File: config.mk
export PLATFORM = sky130hd
export DESIGN_NAME = ctc_trap_ctrl
export DESIGN_NICKNAME = d
export VERILOG_FILES = /design/src/logic/ctc_pkg.sv /design/src/logic/ctc_trap_ctrl.sv
export VERILOG_INCLUDE_DIRS = /design/src /design/src/logic
export SDC_FILE = /design/constraint.sdc
export NUM_CORES = 1
export LEC_CHECK = 0
export ABC_AREA = 1
export BUFFER_PORTS_ARGS = -buffer_cell sky130_fd_sc_hd__buf_2
export CAP_MARGIN = 40
export CORE_ASPECT_RATIO = 1.5
export CORE_MARGIN = 2
export CORE_UTILIZATION = 53
export CTS_BUF_LIST = sky130_fd_sc_hd__clkbuf_8
export DETAILED_ROUTE_END_ITERATION = 12
export MAX_ROUTING_LAYER = met4
export PLACE_DENSITY_LB_ADDON = 0.08
export SLEW_MARGIN = 5
export SYNTH_ARGS = -nofsm -noshare
export SYNTH_HDL_FRONTEND = slang
export SYNTH_SLANG_ARGS = --single-unit
File: constraint.sdc
create_clock -name ref_clk -period 1.9 [get_ports ref_clk]
set_input_delay 0.19 -clock ref_clk [delete_from_list [all_inputs] [get_ports ref_clk]]
set_output_delay 0.19 -clock ref_clk [all_outputs]
set_load 0.01 [all_outputs]
File: src/logic/ctc_defines.svh
// constants for the channel trap control block
// assumes 36-bit words, bit 0 = sign (S), bit 35 = low end, 15-bit addresses
`ifndef CTC_DEFINES_SVH
`define CTC_DEFINES_SVH
`define CTC_NUM_CH        5
`define CTC_ADDR_W        15
`define CTC_WORD_W        36
`define CTC_MASK_RESET    4'h0
// trap record words, octal 12/14/16/20/22
`define CTC_REC_A         15'h000a
`define CTC_REC_B         15'h000c
`define CTC_REC_C         15'h000e
`define CTC_REC_D         15'h0010
`define CTC_REC_E         15'h0012
// record bit positions, word numbering 0..35 from the sign end
`define CTC_BIT_UREC      8
`define CTC_BIT_TELE      9
`define CTC_BIT_HOST      10
`define CTC_BIT_XATT      11
`define CTC_BIT_PAR       16
`define CTC_BIT_OPC       17
// enable-traps source word positions
`define CTC_SRC_ATT       7
`define CTC_SRC_PAR       16
`define CTC_SRC_DD        25
`define CTC_SRC_OPC       34
// mask field positions
`define CTC_MSK_ATT       3
`define CTC_MSK_PAR       2
`define CTC_MSK_DD        1
`define CTC_MSK_OPC       0
`endif

File: src/logic/ctc_pkg.sv
// types of the channel trap control block
// assumes ctc_defines.svh is on the include path
`include "ctc_defines.svh"
package ctc_pkg;
    typedef logic [`CTC_WORD_W-1:0] ctc_word_t;
    typedef logic [`CTC_ADDR_W-1:0] ctc_addr_t;
    typedef enum logic [0:0] {
        CTC_IDLE,
        CTC_STORE
    } ctc_state_e;
    // condition inputs, one bit per channel, plus single unit record, teleprocessing and host attention bits for channel A
    typedef struct packed {
        logic [`CTC_NUM_CH-1:0] in_use;
        logic [`CTC_NUM_CH-1:0] parity_err;
        logic [`CTC_NUM_CH-1:0] ext_attn;
        logic                   unit_rec;
        logic                   tele;
        logic                   host_attn;
    } ctc_chan_s;
    // processor sequencing inputs
    typedef struct packed {
        logic      end_op;
        logic      priv_instr;
        logic      trap_ctl;
        logic      higher_trap;
        logic      enable_traps_instruction;
        logic      restore_channel_trap_instruction;
        logic      reset_data_channel_instruction;
        logic      branch_on_channel_check_instruction;
        logic [2:0] ch_sel;
        logic      console_clr;
        ctc_word_t enb_word;
        ctc_addr_t instr_ctr;
    } ctc_cpu_s;
    // trap store request towards memory
    typedef struct packed {
        logic      store;
        ctc_addr_t store_addr;
        ctc_word_t store_data;
        logic      vector;
        ctc_addr_t vector_addr;
    } ctc_trap_s;
    typedef struct packed {
        ctc_state_e             state;
        logic                   ch_trap_ctl;
        logic                   priv_hold;
        logic [`CTC_NUM_CH*4-1:0] mask;
        logic [`CTC_NUM_CH-1:0] lat_opc;
        logic [`CTC_NUM_CH-1:0] lat_par;
        logic [`CTC_NUM_CH-1:0] lat_xatt;
        logic                   lat_urec;
        logic                   lat_tele;
        logic                   lat_host;
        logic [`CTC_NUM_CH-1:0] busy_q;
        ctc_trap_s              trap;
        logic                   trc_branch;
    } ctc_state_s;
endpackage

File: src/logic/ctc_trap_ctrl.sv
// channel trap control: condition latches, masks, priority and record store
// assumes cpu inputs are on ref_clk; channel and console inputs are asynchronous
`timescale 1ns/10ps
module ctc_trap_ctrl
    import ctc_pkg::*;
(
    input  wire logic                    ref_clk,
    input  wire logic                    nrst,
    input  wire ctc_chan_s               chan,
    input  wire ctc_cpu_s                cpu,
    output ctc_trap_s                    trap,
    output logic [`CTC_NUM_CH-1:0]       xfer_stop,
    output logic [`CTC_NUM_CH-1:0]       addr_hold,
    output logic                         trc_branch,
    output logic                         ch_trap_ctl
);

    // ==========================================================
    // helpers
    function automatic ctc_addr_t rec_addr(input logic [2:0] ch);
        case (ch)
            3'h0:    rec_addr = `CTC_REC_A;
            3'h1:    rec_addr = `CTC_REC_B;
            3'h2:    rec_addr = `CTC_REC_C;
            3'h3:    rec_addr = `CTC_REC_D;
            default: rec_addr = `CTC_REC_E;
        endcase
    endfunction

    // word bit n counted from the sign end
    function automatic int wb(input int n);
        wb = `CTC_WORD_W - 1 - n;
    endfunction

    // ==========================================================
    // input synchronisers
    ctc_chan_s sync1;
    ctc_chan_s sync2;
    logic      clr1;
    logic      clr2;

    always_ff @(posedge ref_clk) begin
        if (!nrst) begin
            sync1 <= '0;
            sync2 <= '0;
            clr1  <= 1'b0;
            clr2  <= 1'b0;
        end else begin
            sync1 <= chan;
            sync2 <= sync1;
            clr1  <= cpu.console_clr;
            clr2  <= clr1;
        end
    end

    // ==========================================================
    // next state
    ctc_state_s r;
    ctc_state_s next_r;
    logic [`CTC_NUM_CH-1:0] req;
    logic [`CTC_NUM_CH-1:0] ch_sel_dec;
    logic [3:0]             msk [`CTC_NUM_CH];
    logic [3:0]             enb_mask;
    logic [2:0]             win;
    logic                   any;
    ctc_word_t              rec;

    always_comb begin
        next_r = r;
        next_r.trap.store  = 1'b0;
        next_r.trap.vector = 1'b0;
        next_r.trc_branch  = 1'b0;
        next_r.busy_q      = sync2.in_use;
        ch_sel_dec = '0;
        ch_sel_dec[cpu.ch_sel] = 1'b1;
        enb_mask = {cpu.enb_word[wb(`CTC_SRC_ATT)],
                    cpu.enb_word[wb(`CTC_SRC_PAR)],
                    cpu.enb_word[wb(`CTC_SRC_DD)],
                    cpu.enb_word[wb(`CTC_SRC_OPC)]};
        for (int c = 0; c < `CTC_NUM_CH; c++) begin
            msk[c] = r.mask[c*4 +: 4];
        end

        // latch clearing by command; the sets come last, further down
        for (int c = 0; c < `CTC_NUM_CH; c++) begin
            if (cpu.reset_data_channel_instruction && ch_sel_dec[c]) begin
                next_r.lat_opc[c]  = 1'b0;
                next_r.lat_par[c]  = 1'b0;
                next_r.lat_xatt[c] = 1'b0;
                next_r.mask[c*4 +: 4] = `CTC_MASK_RESET;
            end
            // parity test only works with mask bit zero
            if (cpu.branch_on_channel_check_instruction && ch_sel_dec[c] && !msk[c][`CTC_MSK_PAR]) begin
                next_r.trc_branch = r.lat_par[c];
                next_r.lat_par[c] = 1'b0;
            end
        end
        if (cpu.reset_data_channel_instruction && cpu.ch_sel == 3'h0) begin
            next_r.lat_urec = 1'b0;
            next_r.lat_tele = 1'b0;
            next_r.lat_host = 1'b0;
        end

        // requests per channel, mask gated
        for (int c = 0; c < `CTC_NUM_CH; c++) begin
            req[c] = (r.lat_opc[c] && msk[c][`CTC_MSK_OPC])
                   || (r.lat_par[c] && msk[c][`CTC_MSK_PAR]
                       && !sync2.in_use[c])
                   || (r.lat_xatt[c] && msk[c][`CTC_MSK_ATT]);
        end
        req[0] = req[0]
               || (r.lat_urec && msk[0][`CTC_MSK_OPC] && !sync2.in_use[0])
               || (r.lat_tele && msk[0][`CTC_MSK_ATT])
               || (r.lat_host && msk[0][`CTC_MSK_ATT]);

        // priority E, D, C, B, then A
        win = 3'h0;
        any = 1'b0;
        for (int c = 0; c < `CTC_NUM_CH; c++) begin
            if (req[c]) begin
                win = 3'(c);
                any = 1'b1;
            end
        end

        // record word for the winner
        rec = '0;
        rec[`CTC_ADDR_W-1:0] = cpu.instr_ctr;
        for (int c = 0; c < `CTC_NUM_CH; c++) begin
            if (3'(c) == win) begin
                rec[wb(`CTC_BIT_OPC)] = r.lat_opc[c] && msk[c][`CTC_MSK_OPC];
                rec[wb(`CTC_BIT_PAR)] = r.lat_par[c] && msk[c][`CTC_MSK_PAR];
                rec[wb(`CTC_BIT_XATT)] = r.lat_xatt[c] && msk[c][`CTC_MSK_ATT];
            end
        end
        if (win == 3'h0) begin
            rec[wb(`CTC_BIT_UREC)] = r.lat_urec && msk[0][`CTC_MSK_OPC];
            rec[wb(`CTC_BIT_TELE)] = r.lat_tele && msk[0][`CTC_MSK_ATT];
            rec[wb(`CTC_BIT_HOST)] = r.lat_host && msk[0][`CTC_MSK_ATT];
        end

        // privileged instruction shields the next instruction
        if (cpu.end_op) begin
            next_r.priv_hold = cpu.priv_instr;
        end

        case (r.state)
            CTC_IDLE: begin
                if (cpu.end_op && !r.priv_hold && !cpu.priv_instr
                    && cpu.trap_ctl && r.ch_trap_ctl
                    && !cpu.higher_trap && any) begin
                    next_r.state          = CTC_STORE;
                    next_r.ch_trap_ctl    = 1'b0;
                    next_r.trap.store     = 1'b1;
                    next_r.trap.store_addr = rec_addr(win);
                    next_r.trap.store_data = rec;
                    // recognised and unmasked latches drop
                    for (int c = 0; c < `CTC_NUM_CH; c++) begin
                        if (3'(c) == win) begin
                            if (msk[c][`CTC_MSK_OPC]) next_r.lat_opc[c] = 1'b0;
                            if (msk[c][`CTC_MSK_PAR]) next_r.lat_par[c] = 1'b0;
                            if (msk[c][`CTC_MSK_ATT]) next_r.lat_xatt[c] = 1'b0;
                        end
                    end
                    if (win == 3'h0) begin
                        if (msk[0][`CTC_MSK_OPC]) next_r.lat_urec = 1'b0;
                        if (msk[0][`CTC_MSK_ATT]) next_r.lat_tele = 1'b0;
                        if (msk[0][`CTC_MSK_ATT]) next_r.lat_host = 1'b0;
                    end
                end
            end
            CTC_STORE: begin
                next_r.state            = CTC_IDLE;
                next_r.trap.vector      = 1'b1;
                next_r.trap.vector_addr = r.trap.store_addr + 15'h0001;
            end
            default: next_r.state = CTC_IDLE;
        endcase

        // enable-traps loads selected mask and restores trigger
        if (cpu.enable_traps_instruction) begin
            next_r.mask[cpu.ch_sel*4 +: 4] = enb_mask;
            next_r.ch_trap_ctl = 1'b1;
        end
        if (cpu.restore_channel_trap_instruction) begin
            next_r.ch_trap_ctl = 1'b1;
        end
        if (clr2) begin
            next_r.mask     = '0;
            next_r.lat_opc  = '0;
            next_r.lat_par  = '0;
            next_r.lat_xatt = '0;
            next_r.lat_urec = 1'b0;
            next_r.lat_tele = 1'b0;
            next_r.lat_host = 1'b0;
        end

        // sets last: an event in the clearing cycle must not be lost
        for (int c = 0; c < `CTC_NUM_CH; c++) begin
            if (r.busy_q[c] && !sync2.in_use[c]) begin
                next_r.lat_opc[c] = 1'b1;
            end
            if (sync2.parity_err[c]) begin
                next_r.lat_par[c] = 1'b1;
            end
            if (sync2.ext_attn[c] && c != 0) begin
                next_r.lat_xatt[c] = 1'b1;
            end
        end
        if (sync2.unit_rec)  next_r.lat_urec = 1'b1;
        if (sync2.tele)      next_r.lat_tele = 1'b1;
        if (sync2.host_attn) next_r.lat_host = 1'b1;
    end

    always_ff @(posedge ref_clk) begin
        if (!nrst) begin
            r <= '0;
        end else begin
            r <= next_r;
        end
    end

    // ==========================================================
    // outputs
    always_comb begin
        for (int c = 0; c < `CTC_NUM_CH; c++) begin
            xfer_stop[c] = r.lat_par[c] && r.mask[c*4 + `CTC_MSK_PAR];
        end
        // channel freezes its address register on the stopped word
        addr_hold   = xfer_stop;
        trap        = r.trap;
        trc_branch  = r.trc_branch;
        ch_trap_ctl = r.ch_trap_ctl;
    end

endmodule

==> impl_metrics.py <==
metrics = {
    "outcome": {
        "outcome": "complete, no violations",
    },
    "synth": {
        "yosysMostFrequentCell": "nand2_1",
        "ys_warn_count": 0,
        "synthCells": 703,
        "synth_edf_count": 0,
        "synthDistinctLibCells": 44,
        "synthTopCellsByCount": "163 x nand2_1, 109 x dfxtp_1, 90 x inv_1",
        "synth_top_area_share_pct": 40.5,
        "synth_area_mm2": 0.00539,
        "avgSynthCellArea_um2": 7.67,
        "synthTopCellsByArea": "dfxtp_1 40%, nand2_1 11%, buf_4 11%",
        "synth_seq_cells": 109,
        "yosys.area.top_type": "dfxtp_1",
        "ys.flop_type": "dfxtp_1",
        "ys_seq_area_share_pct": 40.5,
        "async_flop_share_pct": 0,
    },
    "grt": {
        "gr-usage-all-layers_pct": 22.2,
        "grt_overflow": 0,
        "antenna_found_initial": 0,
        "grt_pass1_vias": 4008,
        "grt_pass1_wl_um": 18800,
        "grt_max_degree": 60,
    },
    "drt": {
        "drt_wl_total_um": 11600,
        "ant_nets": 0,
        "drt-pass1-iter-count": 4,
        "first_iter_violations": 148,
        "routedWlPerCell_um": 12.9,
        "avgViaCountPerCell": 4.88,
        "vias": 4383,
        "drc": 0,
    },
    "floorplanning": {
        "coreArea_mm2": 0.0100,
        "die_h_um": 128,
        "initial_utilization_pct": 53.8,
        "die_w_um": 86.4,
        "ioPinCount": 163,
        "fp-row-count": 45,
        "die_area_mm2": 0.0110,
    },
    "sta": {
        "finClkSkew_ns": 0.00978,
        "rsz0062_at_grt": "no",
        "worstMarginPinSlew_ns": 0.564,
        "tns_ns": 0,
        "slew_headroom_pct": 62.4,
        "slew_viol_final": 0,
        "timing.final.crit_share_pct": 89.5,
        "setup_viol": 0,
        "fin_crit_ns": 1.70,
        "hold_viol": 0,
        "fmax_ghz": 0.588,
    },
    "cells_and_area": {
        "fin_util_pct": 58.6,
        "post-route-cell-area_mm2": 0.00587,
        "areaGrowthSynthToFinish_pct": 8.88,
        "n_antenna_cell": 0,
        "num-nets-final": 865,
        "drive_gt1_share_pct": 25.2,
    },
    "power": {
        "clockPowerShare_pct": 32.9,
        "power_frac_comb_pct": 8.5,
        "switching_share_pct": 25.5,
        "power.net_switching_uw": 1030,
        "powerDensity_mw_per_mm2": 690,
        "p_leak_uw": 0.00298,
        "sequentialPowerShare_pct": 58.6,
        "p_int_uw": 3020,
        "vdd_ir_drop_max_mv": 0.517,
    },
    "worst_hold_path": {
        "hold_class": "primary input to flip-flop",
    },
    "setup_path": {
        "startpoint_type": "flip-flop",
        "r2r_cells": 9,
        "max_stage_delay_ns": 0.36,
        "worst-path-stages": 9,
        "worstPathMaxFanout": 34,
        "endpoint": "trap[41]$_SDFFE_PN0P_",
        "r2r_start": "msk[2]$_SDFF_PP0_",
        "critical_path.top_delay_family": "simple AND/OR/NAND/NOR gates",
        "ff2ff_setup_slack_ns": 0.20,
        "slowest_stage": "dfxtp_1",
        "cp.required_ns": 2.20,
        "r2r-end": "trap[41]$_SDFFE_PN0P_",
        "worstSetupEndpointType": "flip-flop",
        "critPathKind": "flip-flop to flip-flop",
        "cp.arrival_ns": 2.00,
        "cpMostUsedCell": "nand2_4",
        "critPathBufInv": 1,
        "critPathLaunch": "msk[2]$_SDFF_PP0_",
        "crit_chain": "nand2_2 > inv_2 > nand2_4 > nand2_4 > nor2_8 > nand3_4 > nand2_4 > nand2_1 > a21oi_2",
    },
    "job": {
        "cap_violations": 0,
    },
    "placement": {
        "dpl_cell_area_mm2": 0.00551,
        "place_congestion": 0.924,
        "io_buffer_count": 92,
        "hpwl_um": 8640,
    },
    "clocking": {
        "htreeDepth": 3,
        "post_cts_buffers": 0,
        "clkTransAtPathRegs_ns": 0.10,
        "cts-buffers-inserted": 9,
        "clk_latency_ns": 0.37,
        "cts_tree": "yes",
        "cts_resized": 0,
        "numClockSinks": 109,
        "root_buffer": "clkbuf_8",
        "clockBufferDepth": 2,
    },
}
per-layer routing:
layer | part of all wire (%) | GRT usage [%] | vias to the layer above | wire length (um)
met5 | 0 | - | - | 0
met3 | 4.8 | 3.68 | 19 | 552
met1 | 40 | 24.5 | 1998 | 4620
li1 | - | - | 2226 | -
met4 | 3.9 | 10.2 | 0 | 450
met2 | 52 | 38.4 | 140 | 6000
tightest hold or removal path, cell delays in order:
cell     delay [ns]
buf_2          0.10
nand3_2        0.06
a21oi_2        0.05
power groups by stage:
stage	Clock [uW]	Combinational (uW)	Sequential, uW
finish	1330	345	2370
global route	1450	388	2380
CTS	1370	345	2370
detailed placement	0	316	2430
global placement	0	309	2420
floorplan	0	259	2420
registers in the layout, summed over array words and instances, names as in the netlist, 5 cells and up:
name    count
msk        15
next_r      5
r          25
sync1      17
sync2      12
trap       31
worst min path at each step:
| stage | cells past startpoint | from | to |
|---|---|---|---|
| after floorplan | 2 | cpu[51] | clr1$_SDFF_PN0_ |
| after global placement | 3 | chan[10] | sync1[10]$_SDFF_PN0_ |
| after detailed placement | 3 | chan[4] | sync1[4]$_SDFF_PN0_ |
| after CTS | 3 | cpu[0] | trap[16]$_SDFFE_PN0P_ |
| after global routing | 3 | cpu[6] | trap[22]$_SDFFE_PN0P_ |
| final | 3 | cpu[3] | trap[19]$_SDFFE_PN0P_ |
cell type report:
type | instances | area (um2)
repair buffers | 122 | 731
clock buffers | 11 | 151
fillers | 958 | 4150
inverters | 102 | 385
multi-input cells | 433 | 2240
clock inverters | 5 | 33.8
flip-flops and latches | 109 | 2180
well taps | 117 | 146
stage by stage:
step	hold slack (ns)	instances	total power [uW]	worst slack (ns)
global route	0.0548	899	4220	0.0655
global placement	0.370	865	2730	0.160
finish	0.0667	899	4050	0.200
floorplan	0.288	738	2680	0.204
CTS	0.0543	899	4090	0.203
detailed placement	0.375	865	2740	0.124
what timing repair did:
action	CTS	global route
setup endpoints to repair	0	0
hold buffers	18	0
hold endpoints to repair	18	0
layout by cell type, fill, tap and decap left out, types with 3 or more instances in the layout:
cell type,synthesis,final
a21oi_1,23,23
a21oi_2,19,19
a22oi_1,3,3
buf_2,2,92
buf_4,76,12
clkbuf_8,0,11
conb_1,1,36
dfxtp_1,109,109
dlygate4sd3_1,0,18
ha_1,5,5
inv_1,90,91
inv_2,10,10
nand2_1,163,163
nand2_2,8,8
nand2_4,4,4
nand3_1,40,40
nand3_2,21,21
nand4_1,11,11
nor2_1,48,48
nor2_2,6,6
nor2_4,3,3
nor3_1,9,9
o21ai_0,12,12
o21ai_1,3,3
o22ai_1,3,3
logic make-up (layout without fill, tap and decap cells):
family	after synthesis	count (layout)	synth area share [%]
adders and majority gates	5	5	1.16
buffers and inverters	196	240	20.4
other	1	36	0.0695
AOI/OAI and AO/OA	68	68	8.07
and+or+nand+nor	324	324	29.9
DFF	109	109	40.5
Note: power is estimated with default switching activity, not from simulation.
